File: config.mk
export PLATFORM = sky130hd
export DESIGN_NAME = regulator_sleep_voltage_discharge_ctrl
export DESIGN_NICKNAME = d
export VERILOG_FILES = /design/src/design/regulator_cfg_pkg.sv /design/src/design/regulator_sleep_voltage_discharge_ctrl.sv
export SDC_FILE = /design/constraint.sdc
export NUM_CORES = 1
export LEC_CHECK = 0
export ABC_CLOCK_PERIOD_IN_PS = 2600
export BUFFER_PORTS_ARGS = -buffer_cell sky130_fd_sc_hd__buf_2
export CELL_PAD_IN_SITES_DETAIL_PLACEMENT = 1
export CELL_PAD_IN_SITES_GLOBAL_PLACEMENT = 1
export CORE_AREA = 8 8 130 132
export DETAILED_ROUTE_END_ITERATION = 10
export DIE_AREA = 0 0 138 140
export PLACE_DENSITY_LB_ADDON = 0.1
export SLEW_MARGIN = 20
export SYNTH_ARGS = -nofsm -noshare
export SYNTH_HDL_FRONTEND = slang
export SYNTH_SLANG_ARGS = --single-unit
export TNS_END_PERCENT = 30
File: constraint.sdc
create_clock -name clk_i -period 2.6 [get_ports clk_i]
set_input_delay 0.39 -clock clk_i [delete_from_list [all_inputs] [get_ports clk_i]]
set_output_delay 0.39 -clock clk_i [all_outputs]
set_load 0.05 [all_outputs]
File: src/design/regulator_cfg_pkg.sv
// Constants, field layouts and carrier types for the regulator
// sleep, voltage select and discharge configuration block.
// Assumes a Wishbone slave with 32-bit data and word-aligned registers.
package regulator_cfg_pkg;

   // ----------------------------------------------------------------
   // Register indices (byte address is four times the index)
   // ----------------------------------------------------------------
   localparam logic [7:0] IDX_DEFAULT_VOLTAGE = 8'h2B;
   localparam logic [7:0] IDX_SELECT_PIN_MAPPING = 8'h2C;
   localparam logic [7:0] IDX_LDO_DISCHARGE = 8'h2D;
   localparam logic [7:0] IDX_CONVERTER_DISCHARGE = 8'h2E;
   localparam logic [7:0] IDX_KEEP_ACTIVE = 8'h40;
   localparam logic [7:0] IDX_FORCE_OFF = 8'h41;
   localparam logic [7:0] IDX_SLEEP_STATUS = 8'h42;

   // ----------------------------------------------------------------
   // Field layouts
   // ----------------------------------------------------------------
   localparam int MAP_FIELD_W = 2;
   localparam int MAPPED_LDOS = 4;
   localparam int LDO_COUNT = 8;
   localparam int CONVERTER_COUNT = 4;
   localparam int LDO_DEFV_LSB = 4;
   localparam int CONV_DISCHARGE_W = 6;
   localparam int STRAP_GATED_LDO = 3;
   localparam int SYNC_STAGES = 2;

   // Reset value of reserved bits, the converter discharge bits 7:6
   localparam logic [7:0] RESERVED_RESET = 8'h00;

   // ----------------------------------------------------------------
   // Sleep outcome of one regulator
   // ----------------------------------------------------------------
   typedef enum logic [1:0] {
      SLEEP_LOW_POWER = 2'b00,
      SLEEP_ACTIVE = 2'b01,
      SLEEP_OFF = 2'b10
   } sleep_outcome_t;

   // ----------------------------------------------------------------
   // Carriers
   // ----------------------------------------------------------------
   // Factory-programmed defaults loaded at power-on reset
   typedef struct packed {
      logic [7:0] keep_active;
      logic [7:0] force_off;
      logic [7:0] default_voltage;
      logic [7:0] pin_map;
      logic [7:0] ldo_discharge;
      logic [5:0] converter_discharge;
   } otp_defaults_t;

   // Per-regulator controls towards the analog side, LDO1 in bit 0
   typedef struct packed {
      logic [7:0] active;
      logic [7:0] low_power;
      logic [7:0] off;
      logic [7:0] use_alternate;
      logic [7:0] ldo_discharge;
      logic [5:0] converter_discharge;
   } regulator_ctrl_t;

endpackage

File: src/design/regulator_sleep_voltage_discharge_ctrl.sv
// Register bank that resolves each linear regulator's sleep outcome,
// its normal/alternate voltage choice and its discharge-on-disable enable.
// Assumes a classic Wishbone master, converter select pins and the strap
// level asynchronous inputs, and factory defaults held stable at reset.
// Regulators 5 to 8 have no pin mapping and no alternate setting.
// Writes use byte lane 0 only; the status word reads back on lanes 0 to 2.
//
// The implementer's own choice: register access over Wishbone.
`timescale 1ns/10ps

module regulator_sleep_voltage_discharge_ctrl
   import regulator_cfg_pkg::*;
#(
   parameter int SEL_PINS = 4
) (
   input wire logic clk_i,
   input wire logic rst_i,
   // Wishbone slave
   input wire logic wb_cyc_i,
   input wire logic wb_stb_i,
   input wire logic wb_we_i,
   input wire logic [9:0] wb_adr_i,
   input wire logic [3:0] wb_sel_i,
   input wire logic [31:0] wb_dat_i,
   output logic [31:0] wb_dat_o,
   output logic wb_ack_o,
   // Device side
   input wire logic sleep_i,
   input wire logic [SEL_PINS-1:0] converter_voltage_select_pin_i,
   input wire logic config_strap_two_i,
   input wire otp_defaults_t otp_defaults_i,
   output regulator_ctrl_t regulator_ctrl_o
);

   // ----------------------------------------------------------------
   // Helper functions
   // ----------------------------------------------------------------
   // Word index of the current bus request
   function automatic logic [7:0] word_index(input logic [9:0] adr);
      word_index = adr[9:2];
   endfunction

   // Resolve the sleep outcome from keep-active and force-off
   function automatic sleep_outcome_t resolve_sleep(input logic keep, input logic force_off);
      if (keep) begin
         resolve_sleep = SLEEP_ACTIVE;
      end else if (force_off) begin
         resolve_sleep = SLEEP_OFF;
      end else begin
         resolve_sleep = SLEEP_LOW_POWER;
      end
   endfunction

   // ----------------------------------------------------------------
   // Declarations
   // ----------------------------------------------------------------
   logic [7:0] default_voltage_r;
   logic [7:0] pin_map_r;
   logic [7:0] ldo_discharge_r;
   logic [5:0] converter_discharge_r;
   logic [7:0] keep_active_r;
   logic [7:0] force_off_r;
   logic strap_two_r;
   logic [SEL_PINS-1:0] sel_meta_r;
   logic [SEL_PINS-1:0] sel_sync_r;
   logic [MAPPED_LDOS-1:0] applied_r;
   logic [MAPPED_LDOS-1:0] chosen_level;
   logic [MAPPED_LDOS-1:0] follow_en;
   logic [MAPPED_LDOS-1:0] pin_change;
   logic ack_r;
   logic [31:0] rd_data_r;
   logic [31:0] rd_data_nxt;
   logic bus_req;
   logic wr_byte0;
   logic [7:0] req_index;
   logic [7:0] wr_data;
   logic [7:0] sleep_active;
   logic [7:0] sleep_low_power;
   logic [7:0] sleep_off;
   logic [7:0] active_r;
   logic [7:0] low_power_r;
   logic [7:0] off_r;
   logic [7:0] use_alternate_r;

   // ----------------------------------------------------------------
   // Bus decode
   // ----------------------------------------------------------------
   // A request is taken on the edge where no answer is pending
   assign bus_req = wb_cyc_i && wb_stb_i && !ack_r;
   assign req_index = word_index(wb_adr_i);
   // Writes with lane 0 disabled are ignored
   assign wr_byte0 = bus_req && wb_we_i && wb_sel_i[0];
   assign wr_data = wb_dat_i[7:0];

   // ----------------------------------------------------------------
   // Select pin synchronisation
   // ----------------------------------------------------------------
   // Two stages before any logic looks at the pins
   // No reset: the stages keep sampling while reset is held, so the first
   // compare after release sees the true pin level and no false change
   always_ff @(posedge clk_i) begin
      sel_meta_r <= converter_voltage_select_pin_i;
      sel_sync_r <= sel_meta_r;
   end

   // Strap level caught while reset is held
   // Held after release; a new strap level needs a new power-on reset
   always_ff @(posedge clk_i) begin
      if (rst_i) begin
         strap_two_r <= config_strap_two_i;
      end
   end

   // ----------------------------------------------------------------
   // Pin-to-regulator mapping for LDO1..LDO4
   // ----------------------------------------------------------------
   // Each two-bit field picks one converter pin
   genvar g;
   generate
      for (g = 0; g < MAPPED_LDOS; g++) begin : g_map
         // Field g sits at bits 2g+1..2g
         assign chosen_level[g] = sel_sync_r[pin_map_r[g*MAP_FIELD_W +: MAP_FIELD_W]];
         if (g == STRAP_GATED_LDO) begin : g_strap
            assign follow_en[g] = !strap_two_r;
         end else begin : g_free
            assign follow_en[g] = 1'b1;
         end
         // A new level differing from the one last applied
         assign pin_change[g] = follow_en[g] && (chosen_level[g] != applied_r[g]);
      end
   endgenerate

   // Level last copied into each mapped default-voltage bit
   // Loaded with the factory bits, so a pin already at that level
   // causes no change at release
   always_ff @(posedge clk_i) begin
      if (rst_i) begin
         applied_r <= otp_defaults_i.default_voltage[LDO_DEFV_LSB +: MAPPED_LDOS];
      end else begin
         applied_r <= applied_r ^ pin_change;
      end
   end

   // ----------------------------------------------------------------
   // Default-voltage register
   // ----------------------------------------------------------------
   // Software writes; a pin change in the same cycle wins for its bit
   always_ff @(posedge clk_i) begin
      if (rst_i) begin
         default_voltage_r <= otp_defaults_i.default_voltage;
      end else begin
         // Converter bits 3:0 are plain read/write
         if (wr_byte0 && req_index == IDX_DEFAULT_VOLTAGE) begin
            default_voltage_r <= wr_data;
         end
         // Pin changes come last so they win over a same-cycle write
         for (int j = 0; j < MAPPED_LDOS; j++) begin
            if (pin_change[j]) begin
               default_voltage_r[LDO_DEFV_LSB + j] <= chosen_level[j];
            end
         end
      end
   end

   // ----------------------------------------------------------------
   // Mapping and discharge registers
   // ----------------------------------------------------------------
   // Pin-map fields; factory values reload on every power-on reset
   // A remap acts at once; a new pin of other level then gets applied
   always_ff @(posedge clk_i) begin
      if (rst_i) begin
         pin_map_r <= otp_defaults_i.pin_map;
      end else if (wr_byte0 && req_index == IDX_SELECT_PIN_MAPPING) begin
         pin_map_r <= wr_data;
      end
   end

   // Discharge-on-disable enables of LDO1..LDO8
   always_ff @(posedge clk_i) begin
      if (rst_i) begin
         ldo_discharge_r <= otp_defaults_i.ldo_discharge;
      end else if (wr_byte0 && req_index == IDX_LDO_DISCHARGE) begin
         ldo_discharge_r <= wr_data;
      end
   end

   // Converter discharge enables; bits 7:6 are not stored
   // and read back as zero
   always_ff @(posedge clk_i) begin
      if (rst_i) begin
         converter_discharge_r <= otp_defaults_i.converter_discharge;
      end else if (wr_byte0 && req_index == IDX_CONVERTER_DISCHARGE) begin
         converter_discharge_r <= wr_data[CONV_DISCHARGE_W-1:0];
      end
   end

   // ----------------------------------------------------------------
   // Sleep configuration registers
   // ----------------------------------------------------------------
   // Keep-active bits, LDO1 in bit 0
   always_ff @(posedge clk_i) begin
      if (rst_i) begin
         keep_active_r <= otp_defaults_i.keep_active;
      end else if (wr_byte0 && req_index == IDX_KEEP_ACTIVE) begin
         keep_active_r <= wr_data;
      end
   end

   // Force-off bits, LDO1 in bit 0
   always_ff @(posedge clk_i) begin
      if (rst_i) begin
         force_off_r <= otp_defaults_i.force_off;
      end else if (wr_byte0 && req_index == IDX_FORCE_OFF) begin
         force_off_r <= wr_data;
      end
   end

   // ----------------------------------------------------------------
   // Sleep outcome per regulator
   // ----------------------------------------------------------------
   // Outside sleep every regulator stays active
   // Low power is the fallback, so no stray code ever reads as off
   always_comb begin
      sleep_outcome_t outcome;
      outcome = SLEEP_ACTIVE;
      sleep_active = '0;
      sleep_low_power = '0;
      sleep_off = '0;
      for (int i = 0; i < LDO_COUNT; i++) begin
         outcome = sleep_i ? resolve_sleep(keep_active_r[i], force_off_r[i]) : SLEEP_ACTIVE;
         case (outcome)
            SLEEP_ACTIVE: begin
               sleep_active[i] = 1'b1;
            end
            SLEEP_OFF: begin
               sleep_off[i] = 1'b1;
            end
            default: begin
               sleep_low_power[i] = 1'b1;
            end
         endcase
      end
   end

   // Registered controls towards the regulators
   always_ff @(posedge clk_i) begin
      if (rst_i) begin
         active_r <= '1;
         low_power_r <= '0;
         off_r <= '0;
         use_alternate_r <= '0;
      end else begin
         active_r <= sleep_active;
         low_power_r <= sleep_low_power;
         off_r <= sleep_off;
         // Alternate setting for LDO1..4 whatever the sleep outcome
         // Bits 7:4 stay zero, LDO5..8 have no alternate setting
         use_alternate_r <= {4'h0, default_voltage_r[LDO_DEFV_LSB +: MAPPED_LDOS]};
      end
   end

   // ----------------------------------------------------------------
   // Outputs towards the analog side
   // ----------------------------------------------------------------
   // Sleep masks and voltage choice come from flops,
   // discharge enables straight from their registers
   assign regulator_ctrl_o.active = active_r;
   assign regulator_ctrl_o.low_power = low_power_r;
   assign regulator_ctrl_o.off = off_r;
   assign regulator_ctrl_o.use_alternate = use_alternate_r;
   assign regulator_ctrl_o.ldo_discharge = ldo_discharge_r;
   assign regulator_ctrl_o.converter_discharge = converter_discharge_r;

   // ----------------------------------------------------------------
   // Read mux
   // ----------------------------------------------------------------
   // Unmapped indices and reserved bits read as zero
   always_comb begin
      rd_data_nxt = '0;
      case (req_index)
         IDX_DEFAULT_VOLTAGE: begin
            rd_data_nxt[7:0] = default_voltage_r;
         end
         IDX_SELECT_PIN_MAPPING: begin
            rd_data_nxt[7:0] = pin_map_r;
         end
         IDX_LDO_DISCHARGE: begin
            rd_data_nxt[7:0] = ldo_discharge_r;
         end
         IDX_CONVERTER_DISCHARGE: begin
            rd_data_nxt[7:0] = {RESERVED_RESET[1:0], converter_discharge_r};
         end
         IDX_KEEP_ACTIVE: begin
            rd_data_nxt[7:0] = keep_active_r;
         end
         IDX_FORCE_OFF: begin
            rd_data_nxt[7:0] = force_off_r;
         end
         // Status word: active and off masks, synced pins and captured strap
         IDX_SLEEP_STATUS: begin
            rd_data_nxt[7:0] = active_r;
            rd_data_nxt[15:8] = off_r;
            rd_data_nxt[19:16] = sel_sync_r[3:0];
            rd_data_nxt[20] = strap_two_r;
         end
         default: begin
            rd_data_nxt = '0;
         end
      endcase
   end

   // ----------------------------------------------------------------
   // Wishbone answer
   // ----------------------------------------------------------------
   // Ack one cycle after the request, dropped the cycle after
   // Read data is caught at the take edge and stands until the next read
   always_ff @(posedge clk_i) begin
      if (rst_i) begin
         ack_r <= 1'b0;
         rd_data_r <= '0;
      end else begin
         ack_r <= bus_req;
         if (bus_req && !wb_we_i) begin
            rd_data_r <= rd_data_nxt;
         end
      end
   end

   assign wb_ack_o = ack_r;
   assign wb_dat_o = rd_data_r;

endmodule

Yosys cells after proc, flatten, opt, wreduce, memory -nomap -nowiden

Index checks and enable logic that the tools add are counted.

Register bits after elaboration: 113
Latch bits: 0
Bits in writable memories: 0
ROM bits: 0
Bits of input ports: 103
Output and inout bits: 79
Logic and storage cells: 161
Memories kept: 0

Add/sub/neg operators: 0
Multiply operators: 0
Div/mod/pow operators: 0
$lt $le $gt $ge: 4
Equality and inequality tests: 27
Shifts and indexed selects: 0
Mux-type cells: 75
Bitwise logic cells: 1
Reduce and logical (&&, ||, !) cells: 33

Operator list:

| kind               | count |
|---|---|
| $mux 8             | 10 |
| $pmux 8 s7         | 1 |
| $mux 2             | 24 |
| $eq 8x6->1 const B | 4 |
| $mux 1             | 32 |
| $eq 8x7->1 const B | 3 |
| $eq 2x1->1 const B | 8 |
| $eq 2x2->1 const B | 8 |
| $reduce_or 2->1    | 8 |
| $mux 13            | 1 |
| $logic_and 1x1->1  | 12 |
| $lt 2x3->1 const B | 4 |
| $mux 6             | 2 |
| $reduce_bool 2->1  | 6 |
| $reduce_bool 3->1  | 4 |
| $bmux 1 s2         | 4 |
| $mux 4             | 1 |
| $ne 1x1->1         | 4 |
| $xor 4x4->4        | 1 |
| $logic_not 1->1    | 3 |

Longest topological paths before layout

Gate-level depths: netlist of the first run.

Depth after elaboration: 8
Gate-level depth with buffers: 7
Mapped depth without buffers: 5

Worst setup path after synthesis of the first run

No wires, ideal clock.

Kind: input to register
Start: input wb_adr_i[7]
End: register ldo_discharge_r[0] (enable)
Setup time: 0.375 ns
Arrival time: 1.573 ns
Data required time: 2.225 ns
Slack: 0.653 ns
Cell stages on the path: 5
Path buffers: 0
Cell sequence: nor2b_1 nand3_1 nor2_1 nand2_1 o21bai_1

Longest elaborated chain between the ends: 3

RTL lines:

| element                            | RTL line                                      | RTL |
|---|---|---|
| start: declaration                 | regulator_sleep_voltage_discharge_ctrl.sv:22  | `input wire logic [9:0] wb_adr_i,` |
| $eq 8x6->1                         | regulator_sleep_voltage_discharge_ctrl.sv:182 | `end else if (wr_byte0 && req_index == IDX_LDO_DISCHARGE) begin` |
| $logic_and 1x1->1                  | regulator_sleep_voltage_discharge_ctrl.sv:182 |  |
| $reduce_bool 2->1 (no source line) | -                                             |  |
| end signal: assignment             | regulator_sleep_voltage_discharge_ctrl.sv:181 | `ldo_discharge_r <= otp_defaults_i.ldo_discharge;` |
| end signal: assignment             | regulator_sleep_voltage_discharge_ctrl.sv:183 | `ldo_discharge_r <= wr_data;` |
| end: declaration                   | regulator_sleep_voltage_discharge_ctrl.sv:59  | `logic [7:0] ldo_discharge_r;` |

No other way between the ends.
A chain may end at the register's enable or synchronous reset.

Worst setup path in the final report of the first run

Start: register ack_r (netlist: wb_ack_o)
End: register rd_data_r[2] (netlist: wb_dat_o[2])

Longest elaborated chain between the ends: 3

RTL lines:

| element                  | RTL line                                      | RTL |
|---|---|---|
| start: declaration       | regulator_sleep_voltage_discharge_ctrl.sv:70  | `logic ack_r;` |
| start signal: assignment | regulator_sleep_voltage_discharge_ctrl.sv:322 | `ack_r <= bus_req;` |
| $logic_not 1->1          | regulator_sleep_voltage_discharge_ctrl.sv:89  | `assign bus_req = wb_cyc_i && wb_stb_i && !ack_r;` |
| $logic_and 1x1->1        | regulator_sleep_voltage_discharge_ctrl.sv:89  |  |
| $logic_and 1x1->1        | regulator_sleep_voltage_discharge_ctrl.sv:323 | `if (bus_req && !wb_we_i) begin` |
| end signal: assignment   | regulator_sleep_voltage_discharge_ctrl.sv:324 | `rd_data_r <= rd_data_nxt;` |
| end: declaration         | regulator_sleep_voltage_discharge_ctrl.sv:71  | `logic [31:0] rd_data_r;` |

No other way between the ends.

==> results of run 1 <==
-- cells by family (layout without fill, tap and decap cells) --
kind of cell | Yosys count | count (layout) | synth area share, %
AO/OA/AOI/OAI | 77 | 77 | 11.1
XOR/XNOR | 4 | 4 | 0.689
adder cells (fa/ha/maj) | 16 | 16 | 3.94
buffers and inverters | 63 | 193 | 7.01
flip-flops | 109 | 109 | 52.3
multiplexers | 20 | 20 | 5.04
other | 1 | 15 | 0.0737
AND/OR/NAND/NOR | 205 | 205 | 19.8
-- power by group through the flow --
stage | Clock, mW | Sequential [mW] | Combinational (mW)
3_3_place_gp | 0 | 2.03 | 0.662
5_1_grt | 1.54 | 2.01 | 0.728
4_1_cts | 1.47 | 1.99 | 0.680
2_1_floorplan | 0 | 2.18 | 0.327
6_report | 1.42 | 1.99 | 0.669
3_5_place_dp | 0 | 2.03 | 0.676
-- placed cells by master, fill, tap and decap left out, types with 2 or more instances in the layout --
cell type,n
buf_2,136
inv_1,25
mux4_2,4
o21ai_0,17
nor2_1,13
a22oi_1,13
o21bai_1,7
a22oi_2,10
conb_1,15
dfxtp_1,61
a21oi_1,18
clkbuf_16,11
nand2_1,119
ha_1,16
mux2i_1,14
nand2b_1,10
nor2b_1,29
clkinv_2,2
or2_2,8
edfxtp_1,48
buf_4,15
a221o_1,2
nor3_1,2
xnor2_1,4
a22o_1,3
clkbuf_8,2
nor2_2,10
-- layout make-up --
cell class | instances | area share (%)
Multi-Input combinational cell | 337 | 34.1
Clock inverter | 2 | 0.161
Clock buffer | 14 | 4.92
Timing Repair Buffer | 151 | 12.7
Tap cell | 188 | 3.78
Inverter | 26 | 1.57
Sequential cell | 109 | 42.8
-- worst max-delay path by stage --
stage,from,endpoint,depth (start not counted)
global route,wb_ack_o,wb_dat_o[4],6
floorplan,wb_adr_i[7],ldo_discharge_r[0],5
global placement,wb_adr_i[3],default_voltage_r[2],5
detailed placement,wb_adr_i[8],converter_discharge_r[2],5
finish,wb_ack_o,wb_dat_o[2],6
CTS,wb_ack_o,wb_dat_o[2],6
-- state kept, by name, indices dropped and copies added (netlist names), 6 cells and up, named ones only --
register	flops
active_r	8
converter_discharge_r	6
default_voltage_r	8
force_off_r	8
keep_active_r	8
ldo_discharge_r	8
low_power_r	8
off_r	8
pin_map_r	8
wb_dat_o	21
-- metrics by stage --
step / setup WS, ns / utilization, %
2_1_floorplan: 0.653 / -
3_3_place_gp: 0.566 / 39.8
3_5_place_dp: 0.568 / 39.8
4_1_cts: 0.686 / 41.9
5_1_grt: 0.539 / 41.9
6_report: 0.707 / 41.9
-- routing by layer --
layer  up-vias  track usage (%)  part of all wire (%)
met5         -                0                     0
met4         0             7.49                   2.4
met3        20             3.92                   5.4
met2        98             25.6                    48
met1      1841             18.0                    44
li1       1914                -                     -
==> results by group, run 1 <==
Worst setup path
  • Worst reg2reg path endpoint: wb_dat_o[2]
  • CP arrival: between 2 and 2.5 ns
  • Most frequent CP cell: a21oi_1
  • Delay-heaviest family, CP: compound AO/OA/AOI/OAI gates
  • Critical path required time: 2.88 ns
  • Critical Path Start Type: flip-flop
  • Max stage delay on crit path: between 0.4 and 0.5 ns
  • R2r setup slk: between 0.7 and 0.8 ns
  • Worst Path Buf+Inv: 1
  • Worst r2r path cells: 6
  • CP Capture Type: flip-flop
  • CP max-delay cell: or2_1
  • Critical path peak fanout: 9
  • Crit-path cells: nand3b_4 -> or2_1 -> buf_4 -> a211oi_4 -> a21oi_1 -> a21oi_1
  • CP Class: flip-flop to flip-flop
  • Worst r2r src: wb_ack_o

Power and ir drop
  • Internal power: roughly 3 mW
  • Sw Ratio: between 20% and 30%
  • Clock Power Share: 34.8%
  • Pwr dens: approximately 660 nW/um2
  • Leak: approximately 2.9 nW
  • Flop pwr share: approximately half
  • Total power: 4.08 mW
  • Switching pwr: between 1 and 1.5 mW
  • Worst IR Drop VDD: about 320 uV
  • Combinational Power Share: between 10% and 20%

Logic synthesis
  • Syn Area/Cell: between 10 and 15 um2
  • Synth Register Bits: about 110
  • Synth top cells by count: nand2_1 (119), dfxtp_1 (61), edfxtp_1 (48)
  • Post-synth design cell area: around 5100 um2
  • Unique masters post-synth: between 50 and 60
  • Register area share after synthesis: a little over half
  • Post-synth top area share: roughly 28%
  • Fraction of registers with async set/reset: 0%
  • Ys Warns: 0
  • Synth Instances: around 500
  • Synth Flop Type: dfxtp_1
  • Largest area contributor in the netlist: edfxtp_1
  • Post-synth EDFFs: 48
  • Synth area leaders: edfxtp_1 (28%), dfxtp_1 (24%), nand2_1 (8.8%)
  • Most frequent cell after synthesis: nand2_1

Drt
  • DR pass1 iterations: 4
  • Post-DRT Antenna Nets: 0
  • Wire per inst: between 15 and 20 um
  • Vias/cell: ~4.7
  • Routed wire length: 14500 um
  • 1st-iter DRT viols: slightly above 90
  • DRC: 0
  • Vias: a little under 4000

Global routing
  • GR Util All Layers: 15.3%
  • Largest net degree at the start of global routing: 44
  • Initial antenna violation count: 0
  • First-pass GRT wire length: around 23000 um
  • Vias in the first global route: ~4300
  • GR Overflow Total: 0

Placement
  • DP HPWL: approximately 12000 um
  • Routability cong.: roughly 0.80
  • DP Cell Count: around 800
  • Cell area after placement: 5910 um2
  • IO Port Bufs: approximately 140

Clock tree
  • Clock latency on the worst-skew pair: 0.35 ns
  • CTS H-tree depth: 3
  • Maximum root-to-sink buffer count: 2
  • Num CTS Buffers: 9
  • CTS resizes: 0
  • CTS Root Buffer Type: clkbuf_16
  • CTS hold repair buffers: 0
  • CTS tree: done
  • Clock Sinks: between 100 and 150
  • Clock-pin slew on the worst setup and hold paths: approximately 0.07 ns
  • Postcts setup bufs: 0

Timing
  • Max_slew headroom: ~60%
  • Min Tclk post-route: 1.89 ns
  • Final setup fails: 0
  • Fmax: between 0.5 and 0.6 GHz
  • Setup TNS: 0 ns
  • Final worst-path cycle share: approximately 73%
  • Worst Max-Slew Pin Slew: 0.605 ns
  • Clock Skews: roughly 0.0043 ns
  • Final hold vios: 0
  • Hold WS: around 0.14 ns
  • RSZ-0062 raised after global routing: no
  • Slew Limit Fails: 0

Floorplanning
  • Die H: roughly 140 um
  • Total die area: about 19000 um2
  • IO Pins: around 180
  • Chip width: about 140 um
  • Row count: 45
  • Core area: approximately 15000 um2
  • Initial Util: 34.2%

Final layout
  • Non-filler cells, final: 827
  • Area occupied by multi-input gates: around 2100 um2
  • Fillcell total: 1712
  • Nets: 753
  • Final Cell Area: between 6000 and 7000 um2
  • Storage element area: about 2700 um2
  • Synth-to-layout area growth: 22.4%
  • Layout cell share with drive strength beyond 1: 32.7%
  • Antenna diode count: 0

Worst hold path
  • Hold Path Depth: 1
  • Worst hold path class: input pin to flip-flop
  • Hold Path Sink: sel_meta_r[0]
  • Hold path startpoint: converter_voltage_select_pin_i[0]

Outcome
  • Outcome: complete, no violations

Flow run
  • Max-Cap Viols: 0
Note: power is estimated with default switching activity, not from simulation.
==> run 2, diff against run 1 <==
- ABC_AREA: unset -> 1
- ABC_CLOCK_PERIOD_IN_PS: 2600 -> 1500
- CORE_AREA: 8 8 130 132 -> 8 8 135 137
- DIE_AREA: 0 0 138 140 -> 0 0 143 145
- clock period: 2.6 -> 1.5 ns (I/O delays scaled with it)
==> results by group, run 2 <==
Clock tree
  • Clock-pin slew on the worst setup and hold paths: 0.07 ns (about the same)
  • CTS tree: done
  • Maximum root-to-sink buffer count: 2 (unchanged)
  • Num CTS Buffers: 9 (unchanged)
  • CTS H-tree depth: 3 (unchanged)
  • CTS Root Buffer Type: clkbuf_16
  • Clock Sinks: 109 (unchanged)
  • Clock latency on the worst-skew pair: 0.35 ns (about the same)

Worst setup path
  • CP max-delay cell: dfxtp_2
  • Critical Path Start Type: flip-flop
  • CP Capture Type: flip-flop
  • Most frequent CP cell: buf_12
  • Critical path peak fanout: 8 (-1)
  • Max stage delay on crit path: 0.34 ns (-0.07 ns)
  • Critical path required time: 1.57 ns (-1.31 ns)
  • Crit-path cells: nor2_4 -> nand3_4 -> buf_12 -> o21ai_2 -> buf_12
  • CP Class: flip-flop to flip-flop
  • CP arrival: 1.46 ns (-0.71 ns)

Final layout
  • Area occupied by multi-input gates: 2060 um2 (-2.9%)
  • Nets: 905 (+20%)
  • Commonest non-fill, non-tap cell in the layout: nand2_1
  • Fillcell total: 1981 (+16%)
  • Most frequent cells in the layout: nand2_1 (205), buf_2 (137), inv_1 (61), dfxtp_1 (60), nor2_1 (59)
  • Synth-to-layout area growth: 30.2%
  • Final Cell Area: 6610 um2 (+6.1%)
  • Storage element area: 2660 um2 (about the same)
  • Layout cell share with drive strength beyond 1: 27.8% (-4.9 points)
  • Non-filler cells, final: 1013 (+22%)
  • Largest register FFs: 21 (unchanged)

Timing
  • Fmax: 0.722 GHz (+37%)
  • Final worst-path cycle share: 92.4% (+20 points)
  • Final hold vios: 0 (unchanged)
  • Clock Skews: 0.00712 ns (+0.00279 ns)
  • RSZ-0062 raised after global routing: no
  • Slew Limit Fails: 0 (unchanged)
  • Final setup fails: 0 (unchanged)
  • Hold WS: 0.0441 ns (-0.0912 ns)
  • Setup TNS: 0 ns (unchanged)
  • Min Tclk post-route: 1.39 ns (-0.507 ns)

Logic synthesis
  • Synth Flop Type: dfxtp_1
  • Post-synth design cell area: 5070 um2 (-0.30%)
  • Fraction of registers with async set/reset: 0% (unchanged)
  • Synth top cells by count: nand2_1 (205), nor2_1 (62), dfxtp_1 (61), inv_1 (61), nand3_1 (58)
  • Largest area contributor in the netlist: edfxtp_1
  • Ys Warns: 0 (unchanged)
  • Synth area leaders: edfxtp_1 (28%), dfxtp_1 (24%), nand2_1 (15%)
  • Synth Register Bits: 109 (unchanged)
  • Most frequent cell after synthesis: nand2_1
  • Register area share after synthesis: 52.5% (+0.15 points)
  • Syn Area/Cell: 8.12 um2 (-21%)
  • Post-synth top area share: 28.4% (+0.084 points)
  • Post-synth EDFFs: 48 (unchanged)
  • Synth Instances: 625 (+26%)
  • Unique masters post-synth: 26 (-49%)

Drt
  • Post-DRT Antenna Nets: 0 (unchanged)
  • Vias: 4508 (+16%)
  • 1st-iter DRT viols: 178 (+91%)
  • DR pass1 iterations: 4 (unchanged)
  • DRC: 0 (unchanged)
  • Vias/cell: 4.45 (-5.0%)
  • Wire per inst: 16.2 um (-7.4%)
  • Routed wire length: 16400 um (+13%)

Worst hold path
  • Worst hold path class: input pin to flip-flop

Global routing
  • GR Util All Layers: 16.1% (+0.81 points)
  • Initial antenna violation count: 3 (+3)
  • First-pass GRT wire length: 25700 um (+11%)
  • Vias in the first global route: 4888 (+13%)
  • Largest net degree at the start of global routing: 38 (-14%)
  • GR Overflow Total: 0 (unchanged)

Outcome
  • Outcome: complete, no violations

Flow run
  • Max-Cap Viols: 0 (unchanged)

Floorplanning
  • IO Pins: 182 (unchanged)
  • Row count: 47 (+4.4%)
  • Total die area: 20700 um2 (+7.3%)
  • Core area: 16200 um2 (+8.8%)
  • Chip width: 143 um (+3.6%)
  • Initial Util: 31.4% (-2.9 points)
  • Die H: 145 um (+3.6%)

Placement
  • Routability cong.: 0.880 (+10%)
  • Cell area after placement: 6230 um2 (+5.5%)
  • DP Cell Count: 991 (+22%)
  • IO Port Bufs: 137 (unchanged)
  • DP HPWL: 13600 um (+17%)

Power and ir drop
  • Leak: 3.31 nW (+14%)
  • Worst IR Drop VDD: 556 uV (+71%)
  • Total power: 7.17 mW (+76%)
  • Pwr dens: 1090 nW/um2 (+66%)
[run 2: changes by cell type after synthesis, sizes merged, moves of 23 or more]
cell	before	now
nand3	2	58
nand2	119	211
a22oi	23	0
nor2b	31	0
nor2	24	71
inv	26	63
[run 2: metrics by stage]
step,setup WS [ns],util (%)
4_1_cts,0.0224,40.7
3_3_place_gp,0.00536,38.5
5_1_grt,0.0316,40.9
3_5_place_dp,-0.0716,38.5
6_report,0.114,40.9
2_1_floorplan,0.0240,-
[run 2: cell families (layout without fill, tap and decap cells)]
kind of cell / after synthesis / after routing / share of synthesized area (%)
compound gates: 51 / 51 / 5.23
fa+ha+maj: 16 / 16 / 3.95
buf+inv: 99 / 251 / 8.95
flops: 109 / 109 / 52.5
other cells: 1 / 17 / 0.0739
simple gates: 349 / 349 / 29.3
[run 2: final timing paths]
check | from | end | slack, ns | cells past startpoint
max | wb_ack_o | pin_map_r[6] | 0.11 | 5
min reg2reg | sel_meta_r[2] | sel_sync_r[2] | 0.33 | 0
max reg2reg | wb_ack_o | pin_map_r[6] | 0.11 | 5
min | config_strap_two_i | strap_two_r | 0.04 | 1
[run 2: power breakdown]
| group | switching (mW) | internal (mW) |
|---|---|---|
| registers | 0.140 | 3.35 |
| clock network | 1.06 | 1.37 |
| logic | 0.906 | 0.348 |
| total | 2.11 | 5.06 |
[run 2: worst max-delay path, delay by kind of cell, from the launching register on]
family	cells	cell delay (ns)
AO/OA/AOI/OAI	1	0.18
buffers and inverters	2	0.32
flip-flops	1	0.34
AND/OR/NAND/NOR	2	0.26
[run 2: layout make-up]
class | count | share of cell area (%)
sequential | 109 | 40.3
multi-input combinational | 431 | 31.2
timing repair buffer | 172 | 16.0
clock buffer | 13 | 4.43
tap | 220 | 4.17
inverter | 63 | 3.58
clock inverter | 3 | 0.227
antenna | 2 | 0.0758
[run 2: layer usage]
| metal | routed length (um) | up-vias | track usage (%) |
|---|---|---|---|
| li1 | - | 2272 | - |
| met1 | 7340 | 2099 | 19.5 |
| met2 | 7830 | 117 | 27.3 |
| met3 | 1030 | 18 | 4.49 |
| met4 | 233 | 2 | 4.57 |
| met5 | 12 | - | 0 |
[run 2: timing repair]
item	4_1_cts	5_1_grt
pin swaps	1	0
hold buffers	4	0
endpoints found under the hold margin	4	0
resized for setup	1	4
setup buffers	0	0
setup endpoints to repair	16	45
